$ cat config.mk
export PLATFORM = sky130hd
export DESIGN_NAME = fwsr_host
export DESIGN_NICKNAME = d
export VERILOG_FILES = /design/src/verilog/fwsr_pkg.sv /design/src/verilog/fwsr_cycle.sv /design/src/verilog/fwsr_host.sv
export SDC_FILE = /design/constraint.sdc
export NUM_CORES = 1
export LEC_CHECK = 0
export ABC_AREA = 1
export BUFFER_PORTS_ARGS = -buffer_cell sky130_fd_sc_hd__buf_2
export CAP_MARGIN = 20
export CORE_ASPECT_RATIO = 1.1
export CORE_MARGIN = 3
export CORE_UTILIZATION = 26
export DETAILED_ROUTE_END_ITERATION = 6
export GPL_ROUTABILITY_DRIVEN = 1
export PLACE_DENSITY_LB_ADDON = 0.3
export SLEW_MARGIN = 10
export SYNTH_ARGS = -nofsm -noshare
export SYNTH_HDL_FRONTEND = slang
export SYNTH_SLANG_ARGS = --single-unit
$ cat constraint.sdc
create_clock -name clock -period 2.5 [get_ports clock]
set_input_delay 0.5 -clock clock [delete_from_list [all_inputs] [get_ports clock]]
set_output_delay 0.5 -clock clock [all_outputs]
set_load 0.02 [all_outputs]
$ cat src/verilog/fwsr_pkg.sv
// Package for the flash status polling controller
package fwsr_pkg;

  // Register byte offsets
  localparam logic [7:0] OFF_CTRL   = 8'h00;
  localparam logic [7:0] OFF_ADDR   = 8'h04;
  localparam logic [7:0] OFF_DATA   = 8'h08;
  localparam logic [7:0] OFF_STATUS = 8'h0C;
  localparam logic [7:0] OFF_IRQ    = 8'h10;
  localparam logic [7:0] OFF_MASK   = 8'h14;
  localparam logic [7:0] OFF_RESULT = 8'h18;

  // Control bit positions
  localparam int CTRL_POLL  = 0;
  localparam int CTRL_WRITE = 1;
  localparam int CTRL_READ  = 2;
  localparam int CTRL_RESET = 3;

  // Interrupt bit positions
  localparam int IRQ_DONE = 0;
  localparam int IRQ_FAIL = 1;
  localparam int IRQ_BUS  = 2;

  // Flash data bit positions
  localparam int BIT_POLL    = 7;
  localparam int BIT_TOGGLE  = 6;
  localparam int BIT_TIMEOUT = 5;
  localparam int BIT_WINDOW  = 3;
  localparam int BIT_SECTOR  = 2;

  // Reset values
  localparam logic [31:0] RST_MASK = 32'h0000_0000;
  localparam logic [15:0] RESET_CMD = 16'h00F0;

  // Bus cycle timing
  localparam int CLK_NS      = 50;
  localparam int ACCESS_NS   = 100;
  localparam int ACCESS_CYC  = (ACCESS_NS + CLK_NS - 1) / CLK_NS;
  localparam int RECOVER_NS  = 50;
  localparam int RECOVER_CYC = (RECOVER_NS + CLK_NS - 1) / CLK_NS;

  // Poll outcome codes
  localparam logic [1:0] RES_NONE = 2'h0;
  localparam logic [1:0] RES_OK   = 2'h1;
  localparam logic [1:0] RES_FAIL = 2'h2;

  typedef struct packed {
    logic        ceN;
    logic        oeN;
    logic        weN;
    logic [19:0] addr;
  } fwsr_pins_type;

  typedef enum logic [1:0] {
    FWSR_OP_READ  = 2'b01,
    FWSR_OP_WRITE = 2'b10
  } fwsr_op_type;

endpackage : fwsr_pkg

$ cat src/verilog/fwsr_cycle.sv
// One asynchronous read or write cycle on the flash pins
`timescale 1ns/1ps
module fwsr_cycle (
  // Clock and reset
  input  wire logic                   clock,
  input  wire logic                   rst_n,
  // Request
  input  wire logic                   start,
  input  wire fwsr_pkg::fwsr_op_type  op,
  input  wire logic [19:0]            addr,
  input  wire logic [15:0]            wdata,
  output logic                        done,
  output logic [15:0]                 rdata,
  // Flash pins
  output fwsr_pkg::fwsr_pins_type     pins,
  output logic [15:0]                 dqOut,
  output logic                        dqOe,
  input  wire logic [15:0]            dqSync
);

  typedef enum logic [2:0] {
    C_IDLE   = 3'b001,
    C_STROBE = 3'b010,
    C_REC    = 3'b100
  } fwsr_cyc_type;

  fwsr_cyc_type state;
  logic [3:0]   count;
  logic         isWrite;

  always_ff @(posedge clock or negedge rst_n) begin
    if (!rst_n) begin
      state   <= C_IDLE;
      count   <= 4'h0;
      isWrite <= 1'b0;
      pins    <= '{ceN: 1'b1, oeN: 1'b1, weN: 1'b1, addr: 20'h0_0000};
      dqOut   <= 16'h0000;
      dqOe    <= 1'b0;
      rdata   <= 16'h0000;
      done    <= 1'b0;
    end else begin
      done <= 1'b0;
      unique case (state)
        C_IDLE: begin
          if (start) begin
            isWrite   <= (op == fwsr_pkg::FWSR_OP_WRITE);
            pins.addr <= addr;
            pins.ceN  <= 1'b0;
            pins.oeN  <= (op == fwsr_pkg::FWSR_OP_WRITE);
            pins.weN  <= (op != fwsr_pkg::FWSR_OP_WRITE);
            dqOut     <= wdata;
            dqOe      <= (op == fwsr_pkg::FWSR_OP_WRITE);
            count     <= 4'(fwsr_pkg::ACCESS_CYC + 2);
            state     <= C_STROBE;
          end
        end
        C_STROBE: begin
          if (count == 4'h0) begin
            if (!isWrite) rdata <= dqSync;
            pins.ceN <= 1'b1;
            pins.oeN <= 1'b1;
            pins.weN <= 1'b1;
            count    <= 4'(fwsr_pkg::RECOVER_CYC);
            state    <= C_REC;
          end else begin
            count <= count - 4'h1;
          end
        end
        C_REC: begin
          if (count == 4'h0) begin
            dqOe  <= 1'b0;
            done  <= 1'b1;
            state <= C_IDLE;
          end else begin
            count <= count - 4'h1;
          end
        end
      endcase
    end
  end

endmodule : fwsr_cycle

$ cat src/verilog/fwsr_host.sv
// Flash status polling controller with AXI4-Lite registers
//
// Register access over AXI4-Lite and the register offsets were decided locally.
`timescale 1ns/1ps
module fwsr_host (
  // Clock and reset
  input  wire logic                  clock,
  input  wire logic                  rst_n,
  // AXI4-Lite write address and data
  input  wire logic                  awvalid,
  output logic                       awready,
  input  wire logic [7:0]            awaddr,
  input  wire logic                  wvalid,
  output logic                       wready,
  input  wire logic [31:0]           wdata,
  input  wire logic [3:0]            wstrb,
  // AXI4-Lite write response
  output logic                       bvalid,
  input  wire logic                  bready,
  output logic [1:0]                 bresp,
  // AXI4-Lite read
  input  wire logic                  arvalid,
  output logic                       arready,
  input  wire logic [7:0]            araddr,
  output logic                       rvalid,
  input  wire logic                  rready,
  output logic [31:0]                rdata,
  output logic [1:0]                 rresp,
  // Flash pins
  output fwsr_pkg::fwsr_pins_type    flashPins,
  output logic [15:0]                dqOut,
  output logic                       dqOe,
  input  wire logic [15:0]           dqIn,
  input  wire logic                  readyBusy,
  // Interrupt
  output logic                       irq
);

  typedef enum logic [7:0] {
    S_IDLE   = 8'b0000_0001,
    S_READA  = 8'b0000_0010,
    S_READB  = 8'b0000_0100,
    S_CHECK  = 8'b0000_1000,
    S_RETEST = 8'b0001_0000,
    S_FINAL  = 8'b0010_0000,
    S_RESET  = 8'b0100_0000,
    S_SINGLE = 8'b1000_0000
  } fwsr_state_type;

  fwsr_state_type state;
  logic [19:0]    addrReg;
  logic [15:0]    dataReg;
  logic [15:0]    firstRead;
  logic [1:0]     result;
  logic [31:0]    irqStatus;
  logic [31:0]    irqMask;
  logic           cycStart;
  fwsr_pkg::fwsr_op_type cycOp;
  logic           cycDone;
  logic [15:0]    cycData;
  logic [15:0]    dqMeta;
  logic [15:0]    dqSync;
  logic           rbMeta;
  logic           rbSync;
  logic           awHeld;
  logic           wHeld;
  logic [7:0]     awAddrHeld;
  logic [31:0]    wDataHeld;
  logic [3:0]     wStrbHeld;
  logic           wrFire;
  logic           cmdPoll;
  logic           cmdWrite;
  logic           cmdRead;
  logic           cmdReset;
  logic           togglingAB;
  logic           evDone;
  logic           evFail;
  logic           evBus;
  logic           cycBusy;
  logic           singleWrite;
  logic [31:0]    irqSet;

  // Pin synchronisers
  always_ff @(posedge clock or negedge rst_n) begin
    if (!rst_n) begin
      dqMeta <= 16'h0000;
      dqSync <= 16'h0000;
      rbMeta <= 1'b1;
      rbSync <= 1'b1;
    end else begin
      dqMeta <= dqIn;
      dqSync <= dqMeta;
      rbMeta <= readyBusy;
      rbSync <= rbMeta;
    end
  end

  fwsr_cycle uCycle (
    .clock  (clock),
    .rst_n  (rst_n),
    .start  (cycStart),
    .op     (cycOp),
    .addr   (addrReg),
    .wdata  (state == S_RESET ? fwsr_pkg::RESET_CMD : dataReg),
    .done   (cycDone),
    .rdata  (cycData),
    .pins   (flashPins),
    .dqOut  (dqOut),
    .dqOe   (dqOe),
    .dqSync (dqSync)
  );

  // AXI write channel capture
  assign awready = !awHeld;
  assign wready  = !wHeld;
  assign wrFire  = awHeld && wHeld && !bvalid;

  always_ff @(posedge clock or negedge rst_n) begin
    if (!rst_n) begin
      awHeld     <= 1'b0;
      wHeld      <= 1'b0;
      awAddrHeld <= 8'h00;
      wDataHeld  <= 32'h0000_0000;
      wStrbHeld  <= 4'h0;
      bvalid     <= 1'b0;
    end else begin
      if (awvalid && awready) begin
        awHeld     <= 1'b1;
        awAddrHeld <= awaddr;
      end
      if (wvalid && wready) begin
        wHeld     <= 1'b1;
        wDataHeld <= wdata;
        wStrbHeld <= wstrb;
      end
      if (wrFire) begin
        awHeld <= 1'b0;
        wHeld  <= 1'b0;
        bvalid <= 1'b1;
      end else if (bvalid && bready) begin
        bvalid <= 1'b0;
      end
    end
  end
  assign bresp = 2'b00;

  // Commands accepted only while idle
  assign cmdPoll  = wrFire && awAddrHeld == fwsr_pkg::OFF_CTRL && wStrbHeld[0]
                    && wDataHeld[fwsr_pkg::CTRL_POLL] && state == S_IDLE;
  assign cmdWrite = wrFire && awAddrHeld == fwsr_pkg::OFF_CTRL && wStrbHeld[0]
                    && wDataHeld[fwsr_pkg::CTRL_WRITE] && state == S_IDLE;
  assign cmdRead  = wrFire && awAddrHeld == fwsr_pkg::OFF_CTRL && wStrbHeld[0]
                    && wDataHeld[fwsr_pkg::CTRL_READ] && state == S_IDLE;
  assign cmdReset = wrFire && awAddrHeld == fwsr_pkg::OFF_CTRL && wStrbHeld[0]
                    && wDataHeld[fwsr_pkg::CTRL_RESET] && state == S_IDLE;

  // Address and data registers
  always_ff @(posedge clock or negedge rst_n) begin
    if (!rst_n) begin
      addrReg <= 20'h0_0000;
      dataReg <= 16'h0000;
    end else begin
      if (wrFire && awAddrHeld == fwsr_pkg::OFF_ADDR && state == S_IDLE) begin
        addrReg <= wDataHeld[19:0];
      end
      if (wrFire && awAddrHeld == fwsr_pkg::OFF_DATA && state == S_IDLE) begin
        dataReg <= wDataHeld[15:0];
      end
      if (state == S_SINGLE && cycDone && cycOp == fwsr_pkg::FWSR_OP_READ) begin
        dataReg <= cycData;
      end
      if (state == S_FINAL && cycDone) begin
        dataReg <= cycData;
      end
    end
  end

  assign togglingAB = firstRead[fwsr_pkg::BIT_TOGGLE] != cycData[fwsr_pkg::BIT_TOGGLE];
  assign cycStart   = (state != S_IDLE) && !cycDone && !cycBusy;

  // Polling sequencer
  always_ff @(posedge clock or negedge rst_n) begin
    if (!rst_n) begin
      state       <= S_IDLE;
      firstRead   <= 16'h0000;
      result      <= fwsr_pkg::RES_NONE;
      cycBusy     <= 1'b0;
      singleWrite <= 1'b0;
    end else begin
      if (cycStart) cycBusy <= 1'b1;
      if (cycDone) cycBusy <= 1'b0;
      unique case (state)
        S_IDLE: begin
          if (cmdPoll) begin
            result <= fwsr_pkg::RES_NONE;
            state  <= S_READA;
          end else if (cmdWrite || cmdRead) begin
            singleWrite <= cmdWrite;
            state       <= S_SINGLE;
          end else if (cmdReset) begin
            state <= S_RESET;
          end
        end
        S_READA: begin
          if (cycDone) begin
            firstRead <= cycData;
            state     <= S_READB;
          end
        end
        S_READB: begin
          if (cycDone) begin
            if (!togglingAB) begin
              state <= S_FINAL;
            end else if (cycData[fwsr_pkg::BIT_TIMEOUT]) begin
              firstRead <= cycData;
              state     <= S_RETEST;
            end else begin
              firstRead <= cycData;
              state     <= S_CHECK;
            end
          end
        end
        S_CHECK: begin
          if (cycDone) begin
            if (!togglingAB) begin
              state <= S_FINAL;
            end else if (cycData[fwsr_pkg::BIT_TIMEOUT]) begin
              firstRead <= cycData;
              state     <= S_RETEST;
            end else begin
              firstRead <= cycData;
            end
          end
        end
        S_RETEST: begin
          if (cycDone) begin
            if (!togglingAB) begin
              state <= S_FINAL;
            end else begin
              result <= fwsr_pkg::RES_FAIL;
              state  <= S_RESET;
            end
          end
        end
        S_FINAL: begin
          if (cycDone) begin
            result <= fwsr_pkg::RES_OK;
            state  <= S_IDLE;
          end
        end
        S_RESET: begin
          if (cycDone) state <= S_IDLE;
        end
        S_SINGLE: begin
          if (cycDone) state <= S_IDLE;
        end
        default: state <= S_IDLE;
      endcase
    end
  end

  assign cycOp = (state == S_RESET || (state == S_SINGLE && singleWrite))
                 ? fwsr_pkg::FWSR_OP_WRITE : fwsr_pkg::FWSR_OP_READ;

  // Interrupt events
  assign evDone = state == S_FINAL && cycDone;
  assign evFail = state == S_RETEST && cycDone && togglingAB;
  assign evBus  = state == S_SINGLE && cycDone;

  // Event set vector
  always_comb begin
    irqSet                     = 32'h0000_0000;
    irqSet[fwsr_pkg::IRQ_DONE] = evDone;
    irqSet[fwsr_pkg::IRQ_FAIL] = evFail;
    irqSet[fwsr_pkg::IRQ_BUS]  = evBus;
  end

  // Interrupt mask
  always_ff @(posedge clock or negedge rst_n) begin
    if (!rst_n) begin
      irqMask <= fwsr_pkg::RST_MASK;
    end else if (wrFire && awAddrHeld == fwsr_pkg::OFF_MASK) begin
      irqMask <= wDataHeld;
    end
  end

  // Sticky status bits, set wins over clear
  for (genvar i = 0; i < 32; i++) begin : gIrq
    always_ff @(posedge clock or negedge rst_n) begin
      if (!rst_n) begin
        irqStatus[i] <= 1'b0;
      end else if (irqSet[i]) begin
        irqStatus[i] <= 1'b1;
      end else if (wrFire && awAddrHeld == fwsr_pkg::OFF_IRQ && wDataHeld[i]) begin
        irqStatus[i] <= 1'b0;
      end
    end
  end
  assign irq = |(irqStatus & irqMask);

  // AXI read channel
  assign arready = !rvalid;
  always_ff @(posedge clock or negedge rst_n) begin
    if (!rst_n) begin
      rvalid <= 1'b0;
      rdata  <= 32'h0000_0000;
      rresp  <= 2'b00;
    end else if (arvalid && arready) begin
      rvalid <= 1'b1;
      rresp  <= 2'b00;
      unique case (araddr)
        fwsr_pkg::OFF_CTRL:   rdata <= {31'h0, state != S_IDLE};
        fwsr_pkg::OFF_ADDR:   rdata <= {12'h000, addrReg};
        fwsr_pkg::OFF_DATA:   rdata <= {16'h0000, dataReg};
        fwsr_pkg::OFF_STATUS: rdata <= {15'h0000, rbSync, firstRead};
        fwsr_pkg::OFF_IRQ:    rdata <= irqStatus;
        fwsr_pkg::OFF_MASK:   rdata <= irqMask;
        fwsr_pkg::OFF_RESULT: rdata <= {30'h0, result};
        default: begin
          rdata <= 32'h0000_0000;
          rresp <= 2'b10;
        end
      endcase
    end else if (rvalid && rready) begin
      rvalid <= 1'b0;
    end
  end

endmodule : fwsr_host

==> flow_summary.yaml <==
timing:
  clock.fmax_mhz: 526.2
  setup_viol: 0
  setup_tns_ps: 0
  final_hold_viol_count: 0
  tightest_slew_ps: 674.0
  fin_crit_ps: 1901
  skew_ps: 14.13
  rsz0062_at_grt: "false"
  period_share: 0.7602
  drv_slew: 0
  slew_headroom: 0.5502
routing:
  drtIter0Drc: 493
  wire_per_inst_um: 15.65
  viasPerCell: 4.300
  first_pass_iters: 5
  postRouteAntennaNets: 0
  route.detailed.drc: 0
  drt-total-wl_mm: 31.28
  num_vias: 8591
floorplanning:
  die_w_um: 206.3
  core-area_sq_um: 43440
  pin_count: 158
  die_h_um: 226.3
  start_util: 0.2641
  rows: 80
  die-area_sq_um: 46680
grt:
  gr-usage-all-layers: 0.1344
  grt_pass1_wl_mm: 49.29
  grt_pass1_vias: 8344
  antenna_found_initial: 12
  grt.overflow.total: 0
  grt_max_degree: 65
synth:
  yosysSeqAreaShare: 0.6028
  yosysWarnings: 0
  ys_ff_latch: 276
  synth_top_area_share: 0.5868
  yosysMostFrequentCell: "nand2_1"
  postSynthAreaPerCell_sq_um: 9.237
  yosysTopAreaCell: "dfrtp_1"
  ys_types: 48
  synth_ff_type: "dfrtp_1"
  synthTopCellsByArea: "dfrtp_1 (59%), nand2_1 (12%), o21ai_0 (4.2%)"
  netlist_instances: 1242
  synth_edf_count: 0
  synth_area_sq_um: 11470
  async_flop_share: 1.000
  yosys-top-cells-count: "nand2_1 (356), dfrtp_1 (269), inv_1 (110)"
setup_path:
  critical_path_class: "flop to flop"
  arrival_ps: 2340
  crit_path_end_kind: "flop"
  worstRegToRegCells: 8
  worst_setup_path_start_kind: "flop"
  cp_max_fo: 54
  critPathRequiredTime_ps: 2940
worst_hold_path:
  min_path_type: "primary input to flop"
  holdPathStages: 1
cts:
  clock-root-buffer: "clkbuf_16"
  clk_pin_slew_worst_paths_ps: 60
  clockBufferDepth: 3
  ctsHoldBuffers: 1
  post_cts_buffers: 0
  clk_latency_ps: 560
  tritoncts.num_buffers: 30
  htree_levels: 1
  tritoncts: "done"
  clkSinkCount: 276
  cts-resized-gates: 0
cells_and_area:
  syn_to_final_growth_pct: 21.21
  nets: 1474
  drive_above_1_share: 0.2028
placement:
  dp_hpwl_mm: 22.69
  place.gp.congestion: 0.8165
  io_buffers: 151
flow_run:
  cap_viol_max_count: 0
outcome:
  status: "finished, final reports clean"
power:
  cellLeakagePower_uw: 0.007055
  power_uw: 12680
  power_density_nw_per_um2: 911.8
  ir_drop_mv: 0.4472
-- per-stage QoR --
step	instances	hold WS (ps)	worst slack [ps]	utilization	area [sq um]
2_1_floorplan	1244	204.4	982.0	-	11480
3_3_place_gp	1937	336.1	494.4	0.2968	12890
3_5_place_dp	1937	334.7	502.8	0.2968	12890
4_1_cts	1994	13.88	577.6	0.3199	13900
5_1_grt	1995	24.34	458.0	0.3199	13900
6_report	1998	51.66	599.4	0.3201	13910
-- placed cells by master (no fill, tap or decap), types with 2 or more instances in the layout --
cell type	n
nand2_1	355
dfrtp_1	269
buf_2	150
inv_1	110
o21ai_0	96
nor2_1	76
nand3_1	65
o21ai_1	59
a21oi_1	54
clkbuf_16	31
nand2_2	13
buf_4	13
clkbuf_1	11
inv_2	10
nand4_1	9
nor3_1	7
nand2_4	7
buf_12	7
dfstp_2	7
nor2_2	6
a22oi_1	6
clkbuf_8	6
mux2_2	5
clkinv_2	5
diode_2	4
nor3_4	3
nor2_8	3
nor2_4	3
conb_1	3
inv_4	2
nand3_4	2
nand3_2	2
nor3_2	2
ha_1	2
bufinv_16	2
-- sequential cells by signal (all words and copies together) (netlist names), 2 cells and up --
name,flops
dqMeta,16
state,8
result,2
addrReg,20
irqMask,32
firstRead,16
irqStatus,3
dataReg,16
rdata,32
uCycle.state,3
uCycle.pins,23
uCycle.count,4
dqSync,16
wDataHeld,32
awAddrHeld,8
uCycle.dqOut,16
uCycle.rdata,16
-- layer usage --
metal  part of all wire  wire (um)  track usage  vias to the layer above
met5             0.0038        120            0                        -
met4              0.017        544      0.03460                       18
met3              0.069       2172      0.03417                       52
met2               0.45      13950       0.2073                      181
met1               0.46      14490       0.1894                     4052
li1                   -          -            -                     4288
-- final timing paths --
| kind | slack (ps) | from | end |
|---|---|---|---|
| min | 50 | dqIn[13] | dqMeta[13] |
| max | 600 | uCycle.state[0] | uCycle.pins[17] |
| max in group asynchronous | 1250 | rst_n | uCycle.pins[21] |
| max reg2reg | 600 | uCycle.state[0] | uCycle.pins[17] |
| min reg2reg | 350 | dqMeta[6] | dqSync[6] |
| min in group asynchronous | 470 | rst_n | rvalid |
-- cell families (layout without fill, tap and decap cells) --
kind of cell	count (synthesis)	after routing	share of synthesized area
AO/OA/AOI/OAI	223	223	0.1024
flip-flops	276	276	0.6028
other	1	7	0.0003269
multiplexers	5	5	0.004907
buffers and inverters	174	350	0.06751
AND/OR/NAND/NOR	559	559	0.2183
XOR/XNOR	2	2	0.001527
adder cells (fa/ha/maj)	2	2	0.002181
-- area by class of cell --
class                           instances  area, sq um
Clock inverter                          8        93.84
Multi-Input combinational cell        794         3792
Fill cell                            4590        29540
Inverter                              122        462.9
Antenna cell                            4        10.01
Clock buffer                           48        899.6
Sequential cell                       276         6915
Timing Repair Buffer                  172         1013
Tap cell                              574        718.2
-- critical path: stages (launching register included) --
cell	delay [ps]
dfstp_2	520
inv_1	40
nor3_1	290
inv_1	130
nor2_4	370
inv_4	50
buf_12	190
nand2_1	100
o21ai_1	60
-- report_power, final --
part	total [uW]	switching, uW	leakage, uW	internal (uW)
sequential	5720	441	0.00355	5280
clock	4430	1770	0.000491	2660
combinational	2530	1730	0.00301	797
Power figures use the tool's default switching activity.
